### src/common/ipm_pkg.sv
package ipm_pkg;

  // ==========================================================================
  // Object indexes and sub-indexes
  localparam logic [15:0] IPM_IDX_TYPE  = 16'h60C0;
  localparam logic [15:0] IPM_IDX_REC   = 16'h60C1;
  localparam logic [15:0] IPM_IDX_STAT  = 16'h2072;
  localparam logic [7:0]  IPM_SUB_ZERO  = 8'h00;
  localparam logic [7:0]  IPM_SUB_ONE   = 8'h01;
  localparam logic [7:0]  IPM_SUB_TWO   = 8'h02;

  // ==========================================================================
  // Operating mode code and interpolation type codes
  localparam logic [7:0]  IPM_MODE_CODE = 8'h07;
  localparam logic [15:0] IPM_TYPE_LIN  = 16'h0000;
  localparam logic [15:0] IPM_TYPE_CUB  = 16'hFFFF;
  localparam logic [15:0] IPM_TYPE_RST  = 16'h0000;

  // ==========================================================================
  // Command word, state report word, interpolation status and record point counter bit positions
  localparam int IPM_CW_ENABLE   = 4;
  localparam int IPM_CW_RELATIVE = 6;
  localparam int IPM_CW_HALT     = 8;
  localparam int IPM_CW_STOPOPT  = 11;
  localparam int IPM_SW_TREACHED = 10;
  localparam int IPM_SW_RUNNING  = 12;
  localparam int IPM_IS_EMPTY    = 15;
  localparam int IPM_IS_LOW      = 14;
  localparam int IPM_IS_FULL     = 13;
  localparam int IPM_IS_CNTERR   = 12;
  localparam int IPM_CNT_LSB     = 25;

  // ==========================================================================
  // Buffer geometry
  localparam int          IPM_FIFO_DEPTH = 16;
  localparam int          IPM_REC_WIDTH  = 64;
  localparam logic [4:0]  IPM_LOW_LIMIT  = 5'h04;
  localparam logic [15:0] IPM_MIN_TICKS  = 16'h0001;
  // An empty buffer is also at or below the low limit
  localparam logic [15:0] IPM_ISTAT_RST  = 16'hC000;

  // ==========================================================================
  // Types
  typedef struct packed {
    logic [31:0] word_two;
    logic [31:0] word_one;
  } ipm_rec_t;

  typedef struct packed {
    logic [31:0] pos;
    logic [23:0] vel;
    logic [15:0] ticks;
    logic        cubic;
  } ipm_seg_t;

  typedef enum logic [1:0] {
    IPM_NOSEL,
    IPM_INACT,
    IPM_ACTIVE
  } ipm_state_t;

endpackage

### src/rtl/ipm_ctrl.sv
`timescale 1ns/10ps

// ============================================================================
// Record buffer
module ipm_fifo #(
  parameter int WIDTH = 64,
  parameter int DEPTH = 16
) (
  // Clock and reset
  input  wire logic             clk_in,
  input  wire logic             reset_in,
  input  wire logic             flush_in,
  // Fill side
  input  wire logic             in_valid_in,
  output      logic             in_ready_out,
  input  wire logic [WIDTH-1:0] in_data_in,
  // Drain side
  output      logic             out_valid_out,
  input  wire logic             out_ready_in,
  output      logic [WIDTH-1:0] out_data_out,
  // Fill level
  output      logic [$clog2(DEPTH):0] count_out
);
  localparam int AW = $clog2(DEPTH);

  logic [WIDTH-1:0] mem_r [DEPTH];
  logic [AW-1:0]    wr_ptr_r;
  logic [AW-1:0]    rd_ptr_r;
  logic [AW:0]      cnt_r;
  wire              push_w = in_valid_in && in_ready_out;
  wire              pop_w  = out_valid_out && out_ready_in;

  assign in_ready_out  = (cnt_r != (AW+1)'(DEPTH)) && !flush_in;
  assign out_valid_out = (cnt_r != '0) && !flush_in;
  assign out_data_out  = mem_r[rd_ptr_r];
  assign count_out     = cnt_r;

  always_ff @(posedge clk_in)
  begin
    if (push_w)
      mem_r[wr_ptr_r] <= in_data_in;
  end

  always_ff @(posedge clk_in)
  begin
    if (reset_in || flush_in)
    begin
      wr_ptr_r <= '0;
      rd_ptr_r <= '0;
      cnt_r    <= '0;
    end
    else
    begin
      wr_ptr_r <= wr_ptr_r + AW'(push_w);
      rd_ptr_r <= rd_ptr_r + AW'(pop_w);
      cnt_r    <= cnt_r + (AW+1)'(push_w) - (AW+1)'(pop_w);
    end
  end
endmodule // ipm_fifo

module ipm_ctrl
  import ipm_pkg::*;
(
  // Clock and reset
  input  wire logic        clk_in,
  input  wire logic        reset_in,
  // Drive state from the power state machine
  input  wire logic        op_enabled_in,
  input  wire logic [7:0]  mode_select_in,
  input  wire logic [15:0] command_word_in,
  input  wire logic        vel_zero_in,
  // Object access port
  input  wire logic        obj_wr_in,
  input  wire logic        obj_rd_in,
  input  wire logic [15:0] obj_index_in,
  input  wire logic [7:0]  obj_sub_in,
  input  wire logic [31:0] obj_wdata_in,
  output      logic        obj_ready_out,
  output      logic [31:0] obj_rdata_out,
  output      logic        obj_rvalid_out,
  // Status
  output      logic [15:0] state_report_word_out,
  output      logic [15:0] interp_status_out,
  // Set-point stream to the position loop
  output      ipm_seg_t    seg_out,
  output      logic        seg_start_out,
  output      logic        motion_enable_out,
  output      logic        decel_req_out
);

  // ==========================================================================
  // Decode
  ipm_state_t  state_r;
  ipm_state_t  state_nxt;
  logic [15:0] type_r;
  logic [31:0] word_one_r;
  logic [31:0] word_two_r;
  logic [6:0]  cnt_exp_r;
  logic        cnt_err_r;
  logic        seg_busy_r;
  logic [15:0] seg_left_r;
  logic [31:0] base_r;
  logic        treached_r;
  logic        decel_r;
  logic        seg_start_r;
  ipm_seg_t    seg_r;

  wire in_mode_w   = (mode_select_in == IPM_MODE_CODE);
  wire enable_w    = command_word_in[IPM_CW_ENABLE];
  wire relative_w  = command_word_in[IPM_CW_RELATIVE];
  wire halt_w      = command_word_in[IPM_CW_HALT];
  wire stop_opt_w  = command_word_in[IPM_CW_STOPOPT];
  wire hit_type_w  = (obj_index_in == IPM_IDX_TYPE)
                     && (obj_sub_in == IPM_SUB_ZERO);
  wire hit_one_w   = (obj_index_in == IPM_IDX_REC)
                     && (obj_sub_in == IPM_SUB_ONE);
  wire hit_two_w   = (obj_index_in == IPM_IDX_REC)
                     && (obj_sub_in == IPM_SUB_TWO);
  wire hit_stat_w  = (obj_index_in == IPM_IDX_STAT)
                     && (obj_sub_in == IPM_SUB_ZERO);
  wire valid_typ_w = (obj_wdata_in[15:0] == IPM_TYPE_LIN)
                     || (obj_wdata_in[15:0] == IPM_TYPE_CUB);
  // Reserved codes are ignored so the buffer is never lost to a typo
  wire type_chg_w  = obj_wr_in && hit_type_w && valid_typ_w
                     && (state_r == IPM_INACT)
                     && (obj_wdata_in[15:0] != type_r);
  wire cubic_w     = (type_r == IPM_TYPE_CUB);
  wire fifo_rdy_w;
  // Word two completes a record; held off while the buffer is full
  wire push_w      = obj_wr_in && hit_two_w && fifo_rdy_w;

  // ==========================================================================
  // Buffer
  ipm_rec_t    push_rec_w;
  ipm_rec_t    pop_rec_w;
  logic        pop_valid_w;
  logic [4:0]  fifo_cnt_w;
  wire         run_ok_w = (state_r == IPM_ACTIVE) && !halt_w;
  wire         pop_w    = run_ok_w && !seg_busy_r && pop_valid_w;

  assign push_rec_w.word_one = word_one_r;
  assign push_rec_w.word_two = obj_wdata_in;

  ipm_fifo #(
    .WIDTH (IPM_REC_WIDTH),
    .DEPTH (IPM_FIFO_DEPTH)
  ) u_fifo (
    .clk_in        (clk_in),
    .reset_in      (reset_in),
    .flush_in      (type_chg_w),
    .in_valid_in   (obj_wr_in && hit_two_w),
    .in_ready_out  (fifo_rdy_w),
    .in_data_in    (push_rec_w),
    .out_valid_out (pop_valid_w),
    .out_ready_in  (pop_w),
    .out_data_out  (pop_rec_w),
    .count_out     (fifo_cnt_w)
  );

  assign obj_ready_out = !(obj_wr_in && hit_two_w) || fifo_rdy_w;

  // ==========================================================================
  // Record unpacking
  wire [31:0] w1_w = pop_rec_w.word_one;
  wire [31:0] w2_w = pop_rec_w.word_two;
  wire [31:0] lin_pos_w   = w1_w;
  wire [15:0] lin_ticks_w = w2_w[15:0];
  wire [23:0] cub_pos24_w = {w1_w[31:24], w1_w[15:0]};
  wire [31:0] cub_pos_w   = {{8{cub_pos24_w[23]}}, cub_pos24_w};
  wire [23:0] cub_vel_w   = {w2_w[15:8], w2_w[7:0], w1_w[23:16]};
  wire [15:0] cub_ticks_w = {7'h00, w2_w[24], w2_w[23:16]};
  wire [31:0] rec_pos_w   = cubic_w ? cub_pos_w : lin_pos_w;
  wire [15:0] rec_ticks_w = cubic_w ? cub_ticks_w : lin_ticks_w;
  // A zero-length segment would stall the walk, so it lasts one sample
  wire [15:0] ticks_w     = (rec_ticks_w == 16'h0000) ? IPM_MIN_TICKS
                                                      : rec_ticks_w;
  wire [31:0] target_w    = relative_w ? (base_r + rec_pos_w)
                                       : rec_pos_w;
  wire [6:0]  rx_cnt_w    = obj_wdata_in[31:IPM_CNT_LSB];

  // ==========================================================================
  // Internal state machine
  always_comb
  begin
    state_nxt = state_r;
    if (!op_enabled_in)
      state_nxt = IPM_NOSEL;
    else
    begin
      case (state_r)
        IPM_NOSEL:
          if (in_mode_w)
            state_nxt = IPM_INACT;
        IPM_INACT:
          if (!in_mode_w)
            state_nxt = IPM_NOSEL;
          else if (enable_w)
            state_nxt = IPM_ACTIVE;
        IPM_ACTIVE:
          if (!in_mode_w)
            state_nxt = IPM_NOSEL;
          else if (!enable_w)
            state_nxt = IPM_INACT;
        default:
          state_nxt = IPM_NOSEL;
      endcase
    end
  end

  // ==========================================================================
  // Segment execution
  wire leaving_w  = (state_r == IPM_ACTIVE) && (state_nxt != IPM_ACTIVE);
  wire abort_w    = (leaving_w && !stop_opt_w)
                    || (seg_busy_r && halt_w);
  // With stop option set the running segment ends on its own time
  wire seg_end_w  = seg_busy_r && (seg_left_r == IPM_MIN_TICKS);
  wire finished_w = (state_r == IPM_ACTIVE) && !seg_busy_r
                    && !pop_valid_w;
  wire treach_w   = halt_w ? vel_zero_in : finished_w;

  always_ff @(posedge clk_in)
  begin
    if (reset_in)
    begin
      state_r     <= IPM_NOSEL;
      seg_busy_r  <= 1'b0;
      seg_left_r  <= 16'h0000;
      seg_start_r <= 1'b0;
      seg_r       <= '0;
      base_r      <= 32'h0000_0000;
      treached_r  <= 1'b0;
      decel_r     <= 1'b0;
    end
    else
    begin
      state_r     <= state_nxt;
      seg_start_r <= pop_w;
      treached_r  <= treach_w;
      decel_r     <= abort_w || (halt_w && (state_r == IPM_ACTIVE));
      if (pop_w)
      begin
        seg_busy_r <= 1'b1;
        seg_left_r <= ticks_w;
        base_r     <= target_w;
        seg_r.pos  <= target_w;
        seg_r.vel  <= cubic_w ? cub_vel_w : 24'h00_0000;
        seg_r.ticks <= ticks_w;
        seg_r.cubic <= cubic_w;
      end
      else if (abort_w || seg_end_w)
      begin
        seg_busy_r <= 1'b0;
        seg_left_r <= 16'h0000;
      end
      else if (seg_busy_r)
        seg_left_r <= seg_left_r - IPM_MIN_TICKS;
    end
  end

  // ==========================================================================
  // Object storage and integrity check
  always_ff @(posedge clk_in)
  begin
    if (reset_in)
    begin
      type_r     <= IPM_TYPE_RST;
      word_one_r <= 32'h0000_0000;
      word_two_r <= 32'h0000_0000;
      cnt_exp_r  <= 7'h00;
      cnt_err_r  <= 1'b0;
    end
    else
    begin
      if (type_chg_w)
      begin
        type_r    <= obj_wdata_in[15:0];
        cnt_exp_r <= 7'h00;
        cnt_err_r <= 1'b0;
      end
      if (obj_wr_in && hit_one_w)
        word_one_r <= obj_wdata_in;
      if (push_w)
      begin
        word_two_r <= obj_wdata_in;
        // Resync to the host so one lost point flags once, not forever
        cnt_exp_r  <= rx_cnt_w + 7'h01;
        if (rx_cnt_w != cnt_exp_r)
          cnt_err_r <= 1'b1;
      end
    end
  end

  // ==========================================================================
  // Status and read-back
  wire fifo_empty_w = (fifo_cnt_w == 5'h00);
  wire fifo_low_w   = (fifo_cnt_w <= IPM_LOW_LIMIT);
  wire fifo_full_w  = !fifo_rdy_w && !type_chg_w;
  logic [15:0] istat_w;
  logic [31:0] rdata_w;

  always_comb
  begin
    istat_w                = 16'h0000;
    istat_w[IPM_IS_EMPTY]  = fifo_empty_w;
    istat_w[IPM_IS_LOW]    = fifo_low_w;
    istat_w[IPM_IS_FULL]   = fifo_full_w;
    istat_w[IPM_IS_CNTERR] = cnt_err_r;
  end

  assign rdata_w = hit_type_w ? {16'h0000, type_r} :
                   hit_one_w  ? word_one_r :
                   hit_two_w  ? word_two_r :
                   hit_stat_w ? {16'h0000, istat_w} : 32'h0000_0000;

  always_ff @(posedge clk_in)
  begin
    if (reset_in)
    begin
      obj_rdata_out         <= 32'h0000_0000;
      obj_rvalid_out        <= 1'b0;
      state_report_word_out <= 16'h0000;
      interp_status_out     <= IPM_ISTAT_RST;
    end
    else
    begin
      obj_rvalid_out <= obj_rd_in;
      if (obj_rd_in)
        obj_rdata_out <= rdata_w;
      state_report_word_out                  <= 16'h0000;
      state_report_word_out[IPM_SW_RUNNING]  <= (state_r == IPM_ACTIVE);
      state_report_word_out[IPM_SW_TREACHED] <= treached_r;
      interp_status_out                      <= istat_w;
    end
  end

  // ==========================================================================
  // Set-point outputs; outside the active state motion stays enabled only while a segment left under the stop option, or popped in the leaving cycle, runs out
  assign seg_out           = seg_r;
  assign seg_start_out     = seg_start_r;
  assign motion_enable_out = seg_busy_r;
  assign decel_req_out     = decel_r;

endmodule // ipm_ctrl

### config.mk
export PLATFORM = sky130hd
export DESIGN_NAME = ipm_ctrl
export DESIGN_NICKNAME = d
export VERILOG_FILES = /design/src/common/ipm_pkg.sv /design/src/rtl/ipm_ctrl.sv
export SDC_FILE = /design/constraint.sdc
export NUM_CORES = 1
export LEC_CHECK = 0
export BUFFER_PORTS_ARGS = -buffer_cell sky130_fd_sc_hd__buf_2
export CAP_MARGIN = 20
export CORE_AREA = 2 2 338 340
export DETAILED_ROUTE_END_ITERATION = 10
export DIE_AREA = 0 0 340 342
export GPL_TIMING_DRIVEN = 0
export PLACE_DENSITY = 0.73
export SLEW_MARGIN = 5
export SYNTH_ARGS = -nofsm -noshare
export SYNTH_HDL_FRONTEND = slang
export SYNTH_HIERARCHICAL = 1
export SYNTH_SLANG_ARGS = --single-unit
export TNS_END_PERCENT = 20
### constraint.sdc
create_clock -name clk_in -period 9.1 [get_ports clk_in]
set_clock_uncertainty 0.2 [all_clocks]
set_input_delay 0.455 -clock clk_in [delete_from_list [all_inputs] [get_ports clk_in]]
set_output_delay 0.455 -clock clk_in [all_outputs]
set_load 0.01 [all_outputs]
==> results.py <==
metrics = {
    "outcome": {
        "outcome": "finished clean",
    },
    "floorplan": {
        "die_w_um": 340,
        "rows": 124,
        "io_pins": 228,
        "fp.dieH_um": 342,
        "start_util_pct": 40.99,
        "die_area_um2": 116300,
        "coreArea_um2": 113100,
    },
    "clock_network": {
        "clock-sinks": 1147,
        "numCtsBuffers": 109,
        "htreeDepth": 3,
        "cts-root-buf": "clkbuf_16",
        "clk_path_buf_depth": 3,
        "clk_pin_slew_worst_paths_ns": 0.06,
        "clk_latency_ns": 0.71,
        "cts_tree": "done",
    },
    "setup_path": {
        "critPathRequiredTime_ns": 9.53,
        "start_kind": "input port",
        "reg2reg_from": "type_r[11]",
        "arrival_ns": 7.20,
        "cp-end-kind": "flop",
        "path_class": "in -> reg",
        "reg2reg_depth": 20,
        "r2r_slack_ns": 2.67,
        "r2r_end": "u_fifo/count_out[4]",
        "crit_fanout": 21,
    },
    "power_and_ir_drop": {
        "peakVddDrop_mv": 0.1523,
        "p_leak_nw": 17.13,
        "p_per_area_nw_per_um2": 190.6,
    },
    "sta": {
        "max_slew_margin_pct": 21.42,
        "rsz0062_at_grt": "false",
        "max_freq_ghz": 0.1477,
        "fin_ws_ns": 2.330,
        "finalSetupTns_ns": 0,
        "slew_violations": 0,
        "finalSetupViolCount": 0,
        "fin_crit_sh_pct": 74.40,
        "tightest_slew_ns": 1.179,
        "period_needed_ns": 6.770,
        "finalHoldViolCount": 0,
    },
    "routing": {
        "viasPerCell": 5.894,
        "drt_iter0_markers": 4190,
        "vias": 29780,
        "wl_met1_mm": 52.46,
        "avgRoutedWirePerCell_um": 27.02,
        "dr_wl_met3_mm": 16.62,
        "finalWirelength_mm": 136.5,
        "dr_wl_met2_mm": 61.95,
        "drc_errors": 0,
        "ant_nets": 0,
        "dr.pass1.iters": 8,
        "top_layer_used": "met4",
    },
    "logic_synthesis": {
        "netlist_instances": 2986,
        "synthesis.area_um2": 46360,
        "yosysWarnings": 6,
        "avgSynthCellArea_um2": 15.52,
    },
    "placed_design": {
        "gp_congestion": 0.9022,
        "dp_hpwl_mm": 97.73,
        "port-buffer-count": 186,
        "post-place-ws_ns": 2.021,
    },
    "hold_path": {
        "hold_start": "obj_wdata_in[9]",
        "hold_path_class": "in -> reg",
        "holdPathStages": 3,
        "holdPathEnd": "word_one_r[9]",
    },
    "grt": {
        "grt_pass1_vias": 28550,
        "antenna_found_initial": 3,
        "grt_pass1_wl_mm": 195.6,
        "track_usage_pct": 23.01,
        "overflow": 0,
        "grt_max_degree": 24,
    },
    "cells_and_area": {
        "fillers": 9322,
        "drive_above_1_share_pct": 22.89,
        "multi_input_area_um2": 13240,
        "nets": 3576,
        "ff_latch_area_um2": 32090,
        "syn_to_final_growth_pct": 17.24,
    },
    "flow_run": {
        "cap_violations": 0,
    },
}
==> stage by stage <==
step / utilization, % / instances / cell area [um^2] / hold slack [ns] / power, mW
after floorplan: - / 3011 / 46450 / 0.2138 / 5.780
after global placement: 43.57 / 4709 / 49270 / 0.2368 / 5.870
after detailed placement: 44.59 / 4817 / 50440 / 0.2305 / 5.872
after CTS: 48.04 / 5050 / 54330 / 0.0004020 / 10.39
after global routing: 48.05 / 5051 / 54350 / 0.02838 / 10.60
final: 48.05 / 5052 / 54350 / 0.01986 / 10.36
==> sequential cells by signal (all words and copies together), names as in the netlist <==
register,count
cnt_exp_r,7
u_fifo/rd_ptr_r,4
state_r,2
obj_rdata_out,32
u_fifo/mem_r,912
word_two_r,32
motion_enable_out,1
u_fifo/wr_ptr_r,4
word_one_r,32
seg_left_r,16
cnt_err_r,1
state_report_word_out,2
type_r,16
seg_start_out,1
treached_r,1
obj_rvalid_out,1
seg_out,73
decel_req_out,1
interp_status_out,4
u_fifo/count_out,5
==> worst max path at each step <==
stage / start / endpoint / cells past startpoint
2_1_floorplan: obj_index_in[8] / u_fifo/mem_r[2][0] / 9
3_3_place_gp: obj_index_in[8] / u_fifo/mem_r[4][56] / 10
3_5_place_dp: obj_wdata_in[15] / u_fifo/count_out[4] / 21
4_1_cts: obj_wdata_in[7] / u_fifo/count_out[4] / 21
5_1_grt: obj_wdata_in[1] / u_fifo/count_out[4] / 23
6_report: obj_wdata_in[10] / u_fifo/count_out[4] / 23
==> routing by layer <==
metal	up-vias	GRT usage, %
li1	12540	-
met1	14950	31.54
met2	2001	35.29
met3	284	5.776
met4	0	9.237
met5	-	0
==> timing repair <==
| action | 4_1_cts | 5_1_grt |
|---|---|---|
| resized for setup | 0 | 0 |
| endpoints found under the hold margin | 70 | 0 |
| setup buffers | 0 | 0 |
| hold buffers | 26 | 0 |
==> power breakdown <==
group	switching (mW)	internal (mW)	leakage, nW
logic	0.113	0.0425	6.17
clock network	2.00	2.59	1.80
registers	0.00446	5.61	9.17
==> critical path, cell delays in order <==
cell and delay (ns):
dlygate4sd3_1 0.55, buf_2 0.39, nand4_1 0.12, or4_1 0.53
nand2_1 0.15, nand4b_1 0.19, nor4_1 0.74, a21oi_1 0.26
or4b_2 0.42, clkbuf_1 0.26, clkinv_1 0.30, clkbuf_1 0.40
buf_1 0.27, buf_6 0.21, and2_1 0.22, ha_1 0.30
inv_1 0.04, ha_1 0.20, fa_1 0.44, a21oi_1 0.18
nor2_1 0.07, or3_1 0.34, a21oi_1 0.14
==> placed cells by master, fill, tap and decap left out, types with 11 or more instances in the layout <==
cell type      count
nor2_1           133
mux2i_1           15
clkbuf_1         133
a21oi_1          231
buf_6             46
clkinv_1          16
ha_1              45
dlygate4sd3_1     26
and2_1            13
a22o_1            16
clkbuf_8          13
dfxtp_1          235
buf_1             19
clkinv_2          30
nand3_1           52
buf_2            203
clkbuf_16        110
nor2b_1           26
xor2_1            18
a222oi_1          12
edfxtp_1         912
or3_1             11
nand2b_1          11
buf_4            108
conb_1            26
nand4_1           25
a21o_1            23
nor3_1            25
xnor2_1           39
o21ai_0           40
mux4_2           228
inv_1             26
nand2_1          340
a211oi_1          43
nor4_1            19
a22oi_1          120
==> cell type report <==
type | instances | area share, %
Inverter | 28 | 0.1934
Antenna cell | 1 | 0.004604
Clock buffer | 139 | 5.505
Tap cell | 1512 | 3.481
Clock inverter | 68 | 1.190
Buffer | 212 | 2.040
Multi-Input combinational cell | 1624 | 24.37
Sequential cell | 1147 | 59.05
Timing Repair Buffer | 321 | 4.172
No activity file was read; power rests on OpenSTA's default activity.
